**config.mk**
```make
export PLATFORM = sky130hd
export DESIGN_NAME = wdt_top
export DESIGN_NICKNAME = d
export VERILOG_FILES = /design/src/include/wdt_pkg.sv /design/src/include/wdt_if.sv /design/src/wdt_core.sv /design/src/wdt_top.sv
export SDC_FILE = /design/constraint.sdc
export NUM_CORES = 1
export LEC_CHECK = 0
export BUFFER_PORTS_ARGS = -buffer_cell sky130_fd_sc_hd__buf_2
export CORE_AREA = 2 2 91 58
export CTS_CLUSTER_SIZE = 10
export DETAILED_ROUTE_END_ITERATION = 7
export DIE_AREA = 0 0 93 60
export GPL_TIMING_DRIVEN = 0
export PLACE_DENSITY = 0.79
export SLEW_MARGIN = 5
export SYNTH_ARGS = -nofsm -noshare
export SYNTH_HDL_FRONTEND = slang
export SYNTH_SLANG_ARGS = --single-unit
```
**constraint.sdc**
```tcl
create_clock -name MCLK -period 3.8 [get_ports MCLK]
set_input_delay 0.38 -clock MCLK [delete_from_list [all_inputs] [get_ports MCLK]]
set_output_delay 0.38 -clock MCLK [all_outputs]
set_load 0.03 [all_outputs]
```
**src/include/wdt_pkg.sv**
```systemverilog
// Package with the watchdog constants, register map and state types.
package wdt_pkg;

  // ----------------------------------------------------------------
  // Widths
  // ----------------------------------------------------------------
  localparam int ADDR_W   = 16;
  localparam int DATA_W   = 8;
  localparam int PRESC_W  = 12;
  localparam int CNT_W    = 6;

  // ----------------------------------------------------------------
  // Register map
  // ----------------------------------------------------------------
  localparam logic [15:0] SERVICE_ADDR  = 16'hffff;
  localparam logic [15:0] VEC_HIGH_ADDR = 16'hfffe;
  localparam logic [15:0] STATUS_ADDR   = 16'hfe01;
  localparam logic [15:0] COUNT_ADDR    = 16'hfe02;
  localparam logic [15:0] PRESC_ADDR    = 16'hfe03;

  // Status register field positions.
  localparam int ST_WDT_CAUSE = 0;
  localparam int ST_ILLOP     = 1;
  localparam int ST_POR_DONE  = 2;
  localparam int ST_RST_BUSY  = 3;
  localparam int ST_ENABLED   = 4;
  localparam int ST_STOPPED   = 5;

  // Reset values.
  localparam logic [7:0] STATUS_RESET = 8'h00;
  localparam logic [7:0] READ_UNMAPPED = 8'h00;

  // ----------------------------------------------------------------
  // Timing counts in oscillator cycles
  // ----------------------------------------------------------------
  localparam int LONG_TIMEOUT   = 2**18 - 2**4;
  localparam int SHORT_TIMEOUT  = 2**13 - 2**4;
  localparam int SERVICE_LOW_W  = 4;
  localparam int RESET_HOLD     = 64;
  localparam int POR_DELAY      = 4096;
  localparam int LONG_TAP       = 11;
  localparam int SHORT_TAP      = 6;

  // ----------------------------------------------------------------
  // Reset generator states
  // ----------------------------------------------------------------
  typedef enum logic [1:0] {
    WDT_RS_IDLE = 2'b01,
    WDT_RS_HOLD = 2'b10
  } wdt_rst_state_t;

endpackage : wdt_pkg

```
**src/include/wdt_if.sv**
```systemverilog
// Interface joining the watchdog control logic to its timer core.
`timescale 1ns/10ps
interface wdt_if;
  logic                           clr_all;
  logic                           clr_upper;
  logic                           hold_presc;
  logic                           enable;
  logic                           rate_short;
  logic                           overflow;
  logic [wdt_pkg::PRESC_W-1:0]    presc;
  logic [wdt_pkg::CNT_W-1:0]      count;

  modport ctrl (
    output clr_all,
    output clr_upper,
    output hold_presc,
    output enable,
    output rate_short,
    input  overflow,
    input  presc,
    input  count
  );

  modport core (
    input  clr_all,
    input  clr_upper,
    input  hold_presc,
    input  enable,
    input  rate_short,
    output overflow,
    output presc,
    output count
  );
endinterface : wdt_if

```
**src/wdt_core.sv**
```systemverilog
// Watchdog timer core: 12-bit prescaler feeding a 6-bit counter.
`timescale 1ns/10ps
module wdt_core #(
  parameter int PW = wdt_pkg::PRESC_W,
  parameter int CW = wdt_pkg::CNT_W
) (
  input wire logic MCLK,
  input wire logic RST_N,
  wdt_if.core      tif
);

  // ----------------------------------------------------------------
  // Prescaler
  // ----------------------------------------------------------------
  logic [PW-1:0] presc;
  logic [CW-1:0] count;
  logic [PW:0]   next_presc;
  logic          tap_carry;
  logic          at_end;

  assign next_presc = {1'b0, presc} + {{PW{1'b0}}, 1'b1};

  // Carry out of the selected prescaler stage drives the counter.
  assign tap_carry = tif.rate_short ?
    (presc[wdt_pkg::SHORT_TAP:0] == '1) : (presc[wdt_pkg::LONG_TAP:0] == '1);

  // Prescaler: full clear, upper clear on service, hold in stop.
  always_ff @(posedge MCLK or negedge RST_N) begin
    if (!RST_N) begin
      presc <= '0;
    end else if (tif.clr_all || tif.hold_presc || !tif.enable) begin
      presc <= '0;
    end else if (tif.clr_upper) begin
      presc <= {{(PW-wdt_pkg::SERVICE_LOW_W){1'b0}}, presc[wdt_pkg::SERVICE_LOW_W-1:0]};
    end else begin
      presc <= next_presc[PW-1:0];
    end
  end

  // ----------------------------------------------------------------
  // Counter and overflow
  // ----------------------------------------------------------------
  // Counter advances only on the prescaler carry; clears take priority.
  always_ff @(posedge MCLK or negedge RST_N) begin
    if (!RST_N) begin
      count <= '0;
    end else if (tif.clr_all || tif.clr_upper || !tif.enable) begin
      count <= '0;
    end else if (!tif.hold_presc && tap_carry) begin
      count <= count + {{(CW-1){1'b0}}, 1'b1};
    end
  end

  // Overflow fires 16 cycles short of the full tap period times 64.
  assign at_end = tif.rate_short ?
    (presc[wdt_pkg::SHORT_TAP:0] == '1 - 7'(16)) :
    (presc[wdt_pkg::LONG_TAP:0] == '1 - 12'(16));

  assign tif.overflow = tif.enable && !tif.clr_all && !tif.clr_upper &&
                        !tif.hold_presc && (count == '1) && at_end;
  assign tif.presc    = presc;
  assign tif.count    = count;

endmodule : wdt_core

```
**src/wdt_top.sv**
```systemverilog
// Watchdog top level: bus access, reset control and condition inputs.
//
// Function
// - Six-bit free-running counter clocked by twelve-bit prescaler carry.
// - Counter overflow raises reset after the selected timeout length.
// - Any write to service address clears counter and prescaler stages five to twelve.
// - Service address is topmost; reads return reset vector low byte.
// - Watchdog reset drives internal reset 64 cycles and sets cause flag.
// - Monitor mode with test voltage on interrupt pin disables watchdog.
// - Stop instruction execution clears the prescaler.
// - Power-on circuit clears prescaler 4096 cycles after power-up.
// - Any internal reset clears prescaler and counter.
// - Reset vector fetch seen on the bus clears the prescaler.
// - Disable and rate inputs follow configuration register bits directly.
// - Watchdog never raises an interrupt; only reset on timeout.
// - Watchdog keeps counting during wait mode.
// - Stop mode holds prescaler in reset until stop mode ends.
// - Stop instruction while stop is disabled gives illegal-opcode reset.
// - Watchdog runs on the oscillator clock of the clock generator.
// - Rate select one gives short timeout, zero long; reset clears it (here WATCHDOG_RATE_SELECT is used directly and no reset clears it).
// - Disable value one turns watchdog off; zero leaves it on.
`timescale 1ns/10ps
module wdt_top #(
  parameter int AW = wdt_pkg::ADDR_W,
  parameter int DW = wdt_pkg::DATA_W
) (
  input  wire logic          MCLK,
  input  wire logic          RST_N,
  input  wire logic [AW-1:0] ADDR,
  input  wire logic [DW-1:0] WDATA,
  input  wire logic          WR,
  input  wire logic          RD,
  output logic      [DW-1:0] RDATA,
  input  wire logic [DW-1:0] RESET_VECTOR_LOW,
  input  wire logic          WATCHDOG_DISABLE,
  input  wire logic          WATCHDOG_RATE_SELECT,
  input  wire logic          STOP_ENABLE,
  input  wire logic          STOP_EXECUTE,
  input  wire logic          STOP_MODE,
  input  wire logic          WAIT_MODE,
  input  wire logic          MONITOR_MODE,
  input  wire logic          EXTERNAL_IRQ_PIN_AT_TEST_VOLTAGE,
  input  wire logic          OTHER_INTERNAL_RESET,
  output logic               INTERNAL_RESET,
  output logic               ILLEGAL_OPCODE_RESET,
  output logic               WATCHDOG_CAUSE
);

  // ----------------------------------------------------------------
  // Declarations
  // ----------------------------------------------------------------
  wdt_if tif ();

  logic                        mon_meta;
  logic                        mon_sync;
  logic                        tv_meta;
  logic                        tv_sync;
  logic                        test_disable;
  logic                        service_pulse;
  logic                        vector_fetch;
  logic                        illop_event;
  logic                        wdt_enabled;
  logic                        por_clear;
  logic                        por_done;
  logic [12:0]                 por_cnt;
  logic [6:0]                  hold_cnt;
  wdt_pkg::wdt_rst_state_t     rst_state;
  wdt_pkg::wdt_rst_state_t     next_rst_state;
  logic                        illop_flag;
  logic                        cause_clear;
  logic                        illop_clear;
  logic [DW-1:0]               status;
  logic [DW-1:0]               next_rdata;
  logic                        any_int_reset;

  // ----------------------------------------------------------------
  // Monitor-mode input synchronisers
  // ----------------------------------------------------------------
  // Monitor mode and the pin level come from outside, so two stages each.
  always_ff @(posedge MCLK or negedge RST_N) begin
    if (!RST_N) begin
      mon_meta <= 1'b0;
      mon_sync <= 1'b0;
      tv_meta  <= 1'b0;
      tv_sync  <= 1'b0;
    end else begin
      mon_meta <= MONITOR_MODE;
      mon_sync <= mon_meta;
      tv_meta  <= EXTERNAL_IRQ_PIN_AT_TEST_VOLTAGE;
      tv_sync  <= tv_meta;
    end
  end

  assign test_disable = mon_sync && tv_sync;

  // ----------------------------------------------------------------
  // Enable and rate
  // ----------------------------------------------------------------
  // configuration bits used directly.
  assign wdt_enabled = !WATCHDOG_DISABLE && !test_disable;

  assign tif.rate_short = WATCHDOG_RATE_SELECT;
  assign tif.enable     = wdt_enabled;

  // ----------------------------------------------------------------
  // Bus event decode
  // ----------------------------------------------------------------
  // one-cycle service detect.
  assign service_pulse = WR && (ADDR == wdt_pkg::SERVICE_ADDR);

  // vector fetch detected on the address bus.
  assign vector_fetch = RD && ((ADDR == wdt_pkg::VEC_HIGH_ADDR) ||
                               (ADDR == wdt_pkg::SERVICE_ADDR));

  // stop while disabled becomes illegal opcode.
  assign illop_event = STOP_EXECUTE && !STOP_ENABLE;

  // ----------------------------------------------------------------
  // Power-on delay
  // ----------------------------------------------------------------
  // count 4096 cycles after power-up, then clear once.
  always_ff @(posedge MCLK or negedge RST_N) begin
    if (!RST_N) begin
      por_cnt  <= '0;
      por_done <= 1'b0;
    end else if (!por_done) begin
      if (por_cnt == 13'(wdt_pkg::POR_DELAY - 1)) begin
        por_done <= 1'b1;
      end
      por_cnt <= por_cnt + 13'h0001;
    end
  end

  assign por_clear = !por_done && (por_cnt == 13'(wdt_pkg::POR_DELAY - 1));

  // ----------------------------------------------------------------
  // Internal reset generator
  // ----------------------------------------------------------------
  // Next-state logic of the reset hold machine.
  always_comb begin
    next_rst_state = rst_state;
    case (rst_state)
      wdt_pkg::WDT_RS_IDLE: begin
        if (tif.overflow || illop_event) begin
          next_rst_state = wdt_pkg::WDT_RS_HOLD;
        end
      end
      wdt_pkg::WDT_RS_HOLD: begin
        if (hold_cnt == 7'(wdt_pkg::RESET_HOLD - 1)) begin
          next_rst_state = wdt_pkg::WDT_RS_IDLE;
        end
      end
      default: begin
        next_rst_state = wdt_pkg::WDT_RS_IDLE;
      end
    endcase
  end

  // State register of the reset hold machine.
  always_ff @(posedge MCLK or negedge RST_N) begin
    if (!RST_N) begin
      rst_state <= wdt_pkg::WDT_RS_IDLE;
    end else begin
      rst_state <= next_rst_state;
    end
  end

  // hold internal reset for 64 cycles.
  always_ff @(posedge MCLK or negedge RST_N) begin
    if (!RST_N) begin
      hold_cnt <= '0;
    end else if (rst_state == wdt_pkg::WDT_RS_HOLD) begin
      hold_cnt <= hold_cnt + 7'h01;
    end else begin
      hold_cnt <= '0;
    end
  end

  // Reset output is a register decode of the state.
  assign INTERNAL_RESET = (rst_state == wdt_pkg::WDT_RS_HOLD);
  assign any_int_reset  = INTERNAL_RESET || OTHER_INTERNAL_RESET;

  // ----------------------------------------------------------------
  // Timer core control
  // ----------------------------------------------------------------
  // internal reset clears both stages.
  assign tif.clr_all    = any_int_reset || por_clear || vector_fetch ||
                          (STOP_EXECUTE && STOP_ENABLE);
  assign tif.hold_presc = STOP_MODE;
  assign tif.clr_upper  = service_pulse;

  // prescaler and counter in the core.
  // core runs on the oscillator clock.
  // wait mode does not gate counting.
  wdt_core #(
    .PW (wdt_pkg::PRESC_W),
    .CW (wdt_pkg::CNT_W)
  ) u_core (
    .MCLK  (MCLK),
    .RST_N (RST_N),
    .tif   (tif.core)
  );

  // ----------------------------------------------------------------
  // Reset cause flags
  // ----------------------------------------------------------------
  // Writing one to the cause or illegal-opcode status bit clears that flag.
  assign cause_clear = WR && (ADDR == wdt_pkg::STATUS_ADDR) && WDATA[wdt_pkg::ST_WDT_CAUSE];
  assign illop_clear = WR && (ADDR == wdt_pkg::STATUS_ADDR) && WDATA[wdt_pkg::ST_ILLOP];

  // cause flag set on watchdog reset; set beats clear.
  always_ff @(posedge MCLK or negedge RST_N) begin
    if (!RST_N) begin
      WATCHDOG_CAUSE <= 1'b0;
    end else if (tif.overflow) begin
      WATCHDOG_CAUSE <= 1'b1;
    end else if (cause_clear) begin
      WATCHDOG_CAUSE <= 1'b0;
    end
  end

  // illegal opcode flag and reset pulse.
  always_ff @(posedge MCLK or negedge RST_N) begin
    if (!RST_N) begin
      illop_flag           <= 1'b0;
      ILLEGAL_OPCODE_RESET <= 1'b0;
    end else begin
      ILLEGAL_OPCODE_RESET <= illop_event;
      if (illop_event) begin
        illop_flag <= 1'b1;
      end else if (illop_clear) begin
        illop_flag <= 1'b0;
      end
    end
  end

  // ----------------------------------------------------------------
  // Read path
  // ----------------------------------------------------------------
  // Status word gathered from live block state.
  always_comb begin
    status                        = wdt_pkg::STATUS_RESET;
    status[wdt_pkg::ST_WDT_CAUSE] = WATCHDOG_CAUSE;
    status[wdt_pkg::ST_ILLOP]     = illop_flag;
    status[wdt_pkg::ST_POR_DONE]  = por_done;
    status[wdt_pkg::ST_RST_BUSY]  = INTERNAL_RESET;
    status[wdt_pkg::ST_ENABLED]   = wdt_enabled;
    status[wdt_pkg::ST_STOPPED]   = STOP_MODE && !WAIT_MODE;
  end

  // Read data selection; unmapped addresses read as zero.
  always_comb begin
    next_rdata = wdt_pkg::READ_UNMAPPED;
    case (ADDR)
      // service address reads vector low byte.
      wdt_pkg::SERVICE_ADDR: next_rdata = RESET_VECTOR_LOW;
      wdt_pkg::STATUS_ADDR:  next_rdata = status;
      wdt_pkg::COUNT_ADDR:   next_rdata = {2'b00, tif.count};
      wdt_pkg::PRESC_ADDR:   next_rdata = tif.presc[11:4];
      default:               next_rdata = wdt_pkg::READ_UNMAPPED;
    endcase
  end

  // Read data register, valid only in the cycle after the strobe.
  always_ff @(posedge MCLK or negedge RST_N) begin
    if (!RST_N) begin
      RDATA <= '0;
    end else if (RD) begin
      RDATA <= next_rdata;
    end else begin
      RDATA <= '0;
    end
  end

endmodule : wdt_top
```
==> metrics, run 1 <==
Synth area leaders dfrtp_1 (52%), xnor2_1 (7.2%), nor2_1 (5.5%); post-synthesis cell type count 45; TritonRoute pass-1 iters 4; Worst EP required approximately 4100 ps; flops & latches, synth between 50 and 60; port buffer count 49; DR vias/cell ~5.6; die height 60 µm; first-pass GRT wire length just over 9 mm; CTS Sinks 56; hold buffers post-CTS 0; starting density of the core between 50% and 60%; crit-path max FO 9; setup violators final 0; post_cts resized 0; Critical Path Sink Type register; Worst Tran Pin Value around 680 ps; postcts setup bufs 0; status finished clean; Post-Syn Instances 250; initial antenna violation count 0; Max-Cap Viols 0; ys async rst share 100.0%; syn_nets 299; Rows 20; full die area about 5600 µm²; CP cell instances nand2b_1, buf_2, nand4b_1, a211oi_1, nand2_1, nor2_1; RSZ-0062 raised after global routing false; GRT Total Usage 21.64%; Fin. Hold Viols 0; Psw approximately 0.25 mW; max-slew violations 0; number of global-route vias before repair 1919; fin util 64.45%; sequential share of the synthesized area between 50 and 60%; Cell Area, Synth approximately 2700 µm²; chip width ~93 µm; ys flop type dfrtp_1; min Tclk post-route between 1500 and 2000 ps; sequential share of power about three fifths; Syn Area/Cell between 10 and 15 µm²; DR WL/cell between 10 and 15 µm; P per Cell Area 326.9 nW/µm²; Detailed Route Iter0 Violations roughly 160; VDD IR max 0.2250 mV; Via Count about 2100; skew final around 8 ps; Worst setup SP type register; fin crit share a little under 50%; final antenna-violating net count 0; Hold Crit Class input pin to asynchronous set/reset pin; clock share of power 34.0%; CTS tree built; CTS Root Cell clkbuf_8; DRC 0; Static Leakage about 1.4 nW; Yosys warning total 0; combinational group share of total power ~6.2%; Post-synth EDFFs 0; TNS Setup 0 ps; Placer Congestion 0.8322; # nets final 355; Clk Latency, worst-skew pair around 320 ps; Yosys top cell area share 51.55%; fmax roughly 0.53 GHz; relative slew slack 54.41%; Switching Share approximately 25%; Remaining Overflow, GRT 0; IO Pins 56; largest net degree at the start of global routing 57; internal power about 0.76 mW; clk buf depth 2; synthesis-to-finish area growth 15.98%; Arr. time, crit path approximately 2100 ps; DRT Wirelength roughly 5.5 mm; TritonCTS buffer count 5; CTS H-Tree Depth 2; ant diodes 0; clock transition at the registers of the reported paths ~110 ps; share of cells above drive strength 1 approximately 25%; Synth area leader dfrtp_1; Core Region 4805 µm²; Detailed Place HPWL 4.131 mm; Max stage delay cell, worst path dfstp_2; crit path kind register to register; CP max stage delay between 500 and 600 ps
[final cells by class]
class,instances,area (µm²)
sequential,56,1403
tap,66,82.58
clock buffer,5,68.82
buffer,4,18.77
timing repair buffer,49,247.7
clock inverter,3,27.53
inverter,5,18.77
fill,419,1708
multi-input combinational,185,1230
[worst max-delay path, delay by kind of cell, from the launching register on]
| kind | cells | cell delay (ps) |
|---|---|---|
| compound gates | 1 | 390 |
| simple gates | 4 | 670 |
| buf+inv | 1 | 210 |
| flops | 1 | 530 |
[cell usage in the layout, fill, tap and decap left out, types with 3 or more instances in the layout]
| cell type | netlist | routed |
|---|---|---|
| inv_1 | 5 | 5 |
| nor4_1 | 7 | 7 |
| nor3_1 | 3 | 3 |
| mux2_2 | 7 | 7 |
| nand3_1 | 16 | 16 |
| xnor2_1 | 22 | 22 |
| o21ai_0 | 4 | 4 |
| and2_1 | 3 | 3 |
| clkbuf_8 | 0 | 5 |
| nand4_1 | 7 | 7 |
| xor2_1 | 9 | 9 |
| and3_1 | 4 | 4 |
| a21oi_1 | 5 | 5 |
| buf_2 | 2 | 50 |
| nand2_1 | 13 | 13 |
| dfrtp_1 | 55 | 55 |
| ha_1 | 4 | 4 |
| nor2_1 | 39 | 39 |
| a222oi_1 | 5 | 5 |
| nor2b_1 | 4 | 4 |
[final timing paths]
path,from,end,slack [ps],depth (start not counted)
max in group asynchronous,RST_N,u_core.tif.count[2]$_DFFE_PN0P_,3260,1
max reg2reg,rst_state[0]$_DFFE_PN1P_,u_core.tif.presc[6]$_DFF_PN0_,1930,6
max,rst_state[0]$_DFFE_PN1P_,u_core.tif.presc[6]$_DFF_PN0_,1930,6
min,RST_N,u_core.tif.presc[0]$_DFFE_PN0P_,80,1
min reg2reg,mon_meta$_DFF_PN0_,mon_sync$_DFF_PN0_,360,0
min in group MCLK,EXTERNAL_IRQ_PIN_AT_TEST_VOLTAGE,tv_meta$_DFF_PN0_,150,1
[cells in the mapped netlist (3+ instances only)]
master,count
nand4_1,7
nor3_1,3
a222oi_1,5
ha_1,4
nor2b_1,4
xnor2_1,22
a21oi_1,5
dfrtp_1,55
and3_1,4
nor4_1,7
xor2_1,9
inv_1,5
mux2_2,7
nand2_1,13
o21ai_0,4
nor2_1,39
and2_1,3
nand3_1,16
[metrics by stage]
step | hold WS, ps | instance area (µm²) | cells | worst slack [ps] | power (mW)
after detailed placement | 338.7 | 2998 | 365 | 1795 | 0.6800
after global placement | 333.1 | 2998 | 365 | 1818 | 0.6786
after CTS | 143.5 | 3094 | 373 | 1920 | 1.022
final | 75.06 | 3097 | 373 | 1927 | 1.012
after global routing | 137.6 | 3097 | 373 | 1719 | 1.054
after floorplan | 84.41 | 2670 | 250 | 2227 | 0.6374
[metal layers]
layer | part of all wire (%) | track usage [%]
met1 | 49 | 31.59
met2 | 43 | 32.82
met4 | 1.2 | 6.933
met5 | 0 | 0
met3 | 6.5 | 4.414
[flip-flops by register name (all words and copies together) (netlist names)]
signal	cells
tv_sync	1
illop_flag	1
u_core.tif.presc	12
mon_meta	1
por_cnt	13
mon_sync	1
WATCHDOG_CAUSE	1
tv_meta	1
rst_state	2
por_done	1
ILLEGAL_OPCODE_RESET	1
hold_cnt	7
u_core.tif.count	6
RDATA	8
[power groups by stage]
stage	combinational (mW)	sequential (mW)	clock, mW
floorplan	0.0204	0.617	0
global placement	0.0628	0.616	0
detailed placement	0.0636	0.616	0
CTS	0.0640	0.605	0.353
global route	0.0711	0.606	0.377
finish	0.0632	0.605	0.344
[cells by family (layout without fill, tap and decap cells)]
| logic type | Yosys count | after routing | synth area share (%) |
|---|---|---|---|
| buffers and inverters | 9 | 66 | 1.406 |
| flip-flops | 56 | 56 | 52.53 |
| adder cells (fa/ha/maj) | 4 | 4 | 1.874 |
| XOR/XNOR | 31 | 31 | 10.17 |
| multiplexers | 9 | 9 | 3.702 |
| AO/OA/AOI/OAI | 27 | 27 | 7.498 |
| AND/OR/NAND/NOR | 114 | 114 | 22.82 |
Note: power is estimated with default switching activity, not from simulation.
==> run 2: changes to the inputs <==
CORE_AREA = 2 2 94 60   (was 2 2 91 58)
DIE_AREA = 0 0 96 62   (was 0 0 93 60)
PLACE_DENSITY = 0.74   (was 0.79)
clock period = 1.85 ns   (was 3.8 ns; I/O delays follow)
==> metrics, run 2 (synthesized netlist as in run 1, its figures left out) <==
Hold Crit Depth 2; min Tclk post-route 1764 ps (was 1873 ps); TritonRoute pass-1 iters 4 (unchanged); Crit Reg-Reg Endpoint rst_state[1]$_DFFE_PN0P_ (was u_core.tif.presc[6]$_DFF_PN0_); WP buf/inv 0 (was 1); Critical Path Sink Type register (unchanged); fmax 0.5668 GHz (was 0.5339 GHz); TritonCTS buffer count 5 (unchanged); clock transition at the registers of the reported paths 100 ps (was 110 ps); P per Cell Area 649.9 nW/µm² (was 326.9 nW/µm²); DR WL/cell 15.28 µm (was 14.68 µm); commonest non-fill, non-tap cell in the layout dfrtp_1 (unchanged); Clk Latency, worst-skew pair 310 ps (was 320 ps); crit path kind register to register (unchanged); clk buf depth 2 (unchanged); total chip power 2.048 mW (was 1.012 mW); Worst EP required 2110 ps (was 4050 ps); placed inst area 3002 µm² (was 2998 µm²); Inst Count DP 368 (was 365); Detailed Place HPWL 4.320 mm (was 4.131 mm); Most flops, register por_cnt (unchanged); Placer Congestion 0.8450 (was 0.8322); IO Pins 56 (unchanged); # nets final 358 (was 355); largest net degree at the start of global routing 57 (unchanged); DR vias/cell 5.517 (was 5.563); setup violators final 0 (unchanged); CP max stage delay 480 ps (was 530 ps); max FFs per register 13 (unchanged); starting density of the core 51.06% (was 55.57%); TNS Setup 0 ps (unchanged); die height 62 µm (was 60 µm); CTS Sinks 56 (unchanged); Via Count 2091 (was 2075); Reg2Reg Setup Slack 90 ps (was 1930 ps); hold slack 68.62 ps (was 75.06 ps); RSZ-0062 raised after global routing false (unchanged); CP cell instances ha_1, and3_2, nand2_1, nor4_1, a31o_1, a22o_1 (was nand2b_1, buf_2, nand4b_1, a211oi_1, nand2_1, nor2_1); postcts setup bufs 0 (unchanged); Worst R2R Path Depth 6 (unchanged); Core Region 5229 µm² (was 4805 µm²); Sequential Area 1403 µm² (unchanged); Multi-input gate area 1261 µm² (was 1230 µm²); Rows 21 (was 20); first-pass GRT wire length 9.259 mm (was 9.108 mm); Worst setup SP type register (unchanged); biggest regs por_cnt: 13 flops, u_core.tif.presc: 12 flops, RDATA: 8 flops (unchanged); DRT Wirelength 5.792 mm (was 5.474 mm); fin cells 379 (was 373); Worst Tran Pin Value 687.6 ps (was 683.9 ps); Final Worst Setup Slack 85.60 ps (was 1927 ps); GRT Total Usage 21.21% (was 21.64%); Detailed Route Iter0 Violations 119 (was 158); status finished clean (unchanged); number of global-route vias before repair 1895 (was 1919); Crit. Startpoint u_core.tif.presc[0]$_DFFE_PN0P_ (was rst_state[0]$_DFFE_PN1P_); fin util 60.25% (was 64.45%); Max-Cap Viols 0 (unchanged); VDD IR max 0.3803 mV (was 0.2250 mV); CTS tree built (unchanged); crit-path max FO 4 (was 9); share of cells above drive strength 1 25.81% (was 24.76%); DP Worst Slack 37.34 ps (was 1795 ps); Fin. Hold Viols 0 (unchanged); Fill cells 440 (was 419); CTS Root Cell clkbuf_8 (unchanged); port buffer count 49 (unchanged); WP depth 6 (unchanged); Remaining Overflow, GRT 0 (unchanged); chip width 96 µm (was 93 µm); synthesis-to-finish area growth 17.99% (was 15.98%); Finished Cell Area 3151 µm² (was 3097 µm²); DRC 0 (unchanged); Arr. time, crit path 2030 ps (was 2120 ps); Worst Setup EP rst_state[1]$_DFFE_PN0P_ (was u_core.tif.presc[6]$_DFF_PN0_); fin crit share 95.37% (was 49.29%); CTS H-Tree Depth 2 (unchanged); Hold Crit Class input pin to register (was input pin to asynchronous set/reset pin); max-slew violations 0 (unchanged); delay-heaviest family, CP simple AND/OR/NAND/NOR gates (unchanged); ant diodes 0 (unchanged); full die area 5952 µm² (was 5580 µm²); FF-to-FF Start u_core.tif.presc[0]$_DFFE_PN0P_ (was rst_state[0]$_DFFE_PN1P_); final antenna-violating net count 0 (unchanged); skew final 9.255 ps (was 7.969 ps); relative slew slack 54.16% (was 54.41%); initial antenna violation count 0 (unchanged); most frequent cells in the layout dfrtp_1 (55), buf_2 (50), nor2_1 (39) (unchanged); Max stage delay cell, worst path nor4_1 (was dfstp_2); Static Leakage 1.372 nW (was 1.361 nW)
[run 2: repair_timing]
action	in CTS	in global routing
endpoints found under the setup margin	0	12
hold buffers	2	1
hold endpoints to repair	2	55
resized for setup	0	6
[run 2: per-layer routing]
layer	routed length (µm)	global-route usage [%]	up-vias
li1	-	-	1015
met1	2852	31.55	994
met2	2487	31.65	80
met3	432	5.790	2
met4	19	3.878	0
met5	0	0	-
[run 2: power by group]
part	switching [mW]	internal (mW)	leakage, nW
registers	0.00481	1.24	0.743
clock network	0.397	0.272	0.0424
logic	0.0822	0.0551	0.587
[run 2: worst min-delay path by stage]
stage | end | from | slack [ps]
floorplan | ILLEGAL_OPCODE_RESET$_DFF_PN0_ | RST_N | -110
global placement | tv_meta$_DFF_PN0_ | EXTERNAL_IRQ_PIN_AT_TEST_VOLTAGE | 290
detailed placement | mon_meta$_DFF_PN0_ | MONITOR_MODE | 300
CTS | ILLEGAL_OPCODE_RESET$_DFF_PN0_ | STOP_ENABLE | 60
global route | ILLEGAL_OPCODE_RESET$_DFF_PN0_ | STOP_ENABLE | 50
finish | ILLEGAL_OPCODE_RESET$_DFF_PN0_ | STOP_ENABLE | 70
[run 2: worst register-to-register path: stages, from the launching register on]
cell	delay [ps]
dfrtp_1	390
ha_1	170
and3_2	230
nand2_1	60
nor4_1	480
a31o_1	250
a22o_1	140
[run 2: final cells by class]
type	instances	area share [%]
Clock buffer	7	2.423
Clock inverter	1	0.2780
Timing Repair Buffer	52	8.817
Buffer	4	0.5957
Inverter	5	0.5957
Tap cell	69	2.740
Sequential cell	56	44.52
Multi-Input combinational cell	185	40.03
==> run 3: changes to the inputs <==
BUFFER_PORTS_ARGS = not set   (was -buffer_cell sky130_fd_sc_hd__buf_2)
CORE_AREA = 2 2 88 56   (was 2 2 94 60)
DIE_AREA = 0 0 90 58   (was 0 0 96 62)
DONT_BUFFER_PORTS = 1   (was not set)
RECOVER_POWER = 100   (was not set)
==> metrics, run 3 (synthesized netlist as in run 1, its figures left out) <==
final antenna-violating net count 0 (unchanged); Final Worst Setup Slack 69.44 ps (was 85.60 ps); largest net degree at the start of global routing 57 (unchanged); DR WL/cell 16.82 µm (was 15.28 µm); VDD IR max 0.5563 mV (was 0.3803 mV); DR vias/cell 5.853 (was 5.517); Core Region 4422 µm² (was 5229 µm²); relative slew slack 10.38% (was 54.16%); synthesis-to-finish area growth 8.950% (was 17.99%); placed inst area 2749 µm² (was 3002 µm²); Fin. Hold Viols 0 (unchanged); FF-to-FF Start por_done$_DFF_PN0_ (was u_core.tif.presc[0]$_DFFE_PN0P_); GRT Total Usage 22.30% (was 21.21%); Worst R2R Path Depth 6 (unchanged); crit-path max FO 7 (was 4); crit path kind register to register (unchanged); DP Worst Slack 10.25 ps (was 37.34 ps); Rows 19 (was 21); Crit Reg-Reg Endpoint rst_state[1]$_DFFE_PN0P_ (unchanged); Static Leakage 1.169 nW (was 1.372 nW); Arr. time, crit path 2000 ps (was 2030 ps); DRC 0 (unchanged); most frequent cells in the layout dfrtp_1 (55), nor2_1 (39), xnor2_1 (22) (was dfrtp_1 (55), buf_2 (50), nor2_1 (39)); full die area 5220 µm² (was 5952 µm²); TritonCTS buffer count 5 (unchanged); Reg2Reg Setup Slack 70 ps (was 90 ps); first-pass GRT wire length 9.032 mm (was 9.259 mm); Hold Startpoint RESET_VECTOR_LOW[7] (was STOP_ENABLE); Placer Congestion 0.8386 (was 0.8450); share of cells above drive strength 1 12.17% (was 25.81%); fin crit share 96.25% (was 95.37%); total chip power 2.036 mW (was 2.048 mW); fin cells 326 (was 379); Worst EP required 2070 ps (was 2110 ps); Critical Path Sink Type register (unchanged); number of global-route vias before repair 1842 (was 1895); Worst Tran Pin Value 1344 ps (was 687.6 ps); Most flops, register por_cnt (unchanged); Remaining Overflow, GRT 0 (unchanged); port buffer count 0 (was 49); Detailed Place HPWL 3.926 mm (was 4.320 mm); clock transition at the registers of the reported paths 110 ps (was 100 ps); CTS H-Tree Depth 2 (unchanged); CTS Sinks 56 (unchanged); Max-Cap Viols 0 (unchanged); TritonRoute pass-1 iters 5 (was 4); Inst Count DP 313 (was 368); starting density of the core 60.38% (was 51.06%); Detailed Route Iter0 Violations 153 (was 119); TNS Setup 0 ps (unchanged); Hold Crit Class input pin to register (unchanged); die height 58 µm (was 62 µm); max-slew violations 0 (unchanged); Finished Cell Area 2909 µm² (was 3151 µm²); CTS tree built (unchanged); Hold Crit Depth 2 (unchanged); initial antenna violation count 0 (unchanged); Hold EP RDATA[7]$_DFF_PN0_ (was ILLEGAL_OPCODE_RESET$_DFF_PN0_); status finished clean (unchanged); hold slack 32.43 ps (was 68.62 ps); fin util 65.79% (was 60.25%); fmax 0.5616 GHz (was 0.5668 GHz); CTS Root Cell clkbuf_8 (unchanged); biggest regs por_cnt: 13 flops, u_core.tif.presc: 12 flops, RDATA: 8 flops (unchanged); chip width 90 µm (was 96 µm); Clk Latency, worst-skew pair 320 ps (was 310 ps); IO Pins 56 (unchanged); min Tclk post-route 1781 ps (was 1764 ps); # nets final 311 (was 358); clk buf depth 2 (unchanged); commonest non-fill, non-tap cell in the layout dfrtp_1 (unchanged); setup violators final 0 (unchanged); max FFs per register 13 (unchanged); ant diodes 0 (unchanged); skew final 10.25 ps (was 9.255 ps); Via Count 1908 (was 2091); DRT Wirelength 5.484 mm (was 5.792 mm); P per Cell Area 700.0 nW/µm² (was 649.9 nW/µm²); Worst setup SP type register (unchanged)
==> run 3: critical path: stages, from the launching register on <==
cell	delay, ps
dfrtp_1	370
clkbuf_1	170
nand4b_1	230
nor4_2	360
a211oi_2	130
a31o_1	230
a22o_1	190
==> run 3: worst max-delay path by stage <==
| stage | from | slack [ps] | endpoint | cells after the start |
|---|---|---|---|---|
| floorplan | u_core.tif.presc[7]$_DFF_PN0_ | 300 | rst_state[1]$_DFFE_PN0P_ | 5 |
| global placement | rst_state[0]$_DFFE_PN1P_ | -10 | u_core.tif.presc[6]$_DFF_PN0_ | 6 |
| global route | por_done$_DFF_PN0_ | -30 | rst_state[1]$_DFFE_PN0P_ | 6 |
| detailed placement | rst_state[0]$_DFFE_PN1P_ | 10 | u_core.tif.presc[6]$_DFF_PN0_ | 6 |
| finish | por_done$_DFF_PN0_ | 70 | rst_state[1]$_DFFE_PN0P_ | 6 |
| CTS | rst_state[0]$_DFFE_PN1P_ | 20 | u_core.tif.presc[6]$_DFF_PN0_ | 6 |
==> run 3: what timing repair did <==
item,4_1_cts,5_1_grt
gates resized for setup,1,4
hold buffers,5,0
pin swaps,0,1
setup endpoints to repair,8,10
setup buffers,0,0
hold endpoints to repair,59,0
==> run 3: where the power goes <==
part | switching (mW) | internal [mW]
clock network | 0.429 | 0.279
registers | 0.00732 | 1.24
logic | 0.0576 | 0.0268
==> run 3: area by class of cell <==
type	instances	area, µm²
inverters	5	18.77
fillers	344	1513
repair buffers	5	45.04
flip-flops and latches	56	1403
clock inverters	3	27.53
multi-input cells	185	1250
plain buffers	4	17.52
well taps	63	78.83
clock buffers	5	68.82
==> run 3: routing by layer <==
| metal | global-route usage [%] | routed length [µm] |
|---|---|---|
| met1 | 34.23 | 2642 |
| met2 | 32.12 | 2327 |
| met3 | 5.722 | 455 |
| met4 | 5.275 | 59 |
| met5 | 0 | 0 |
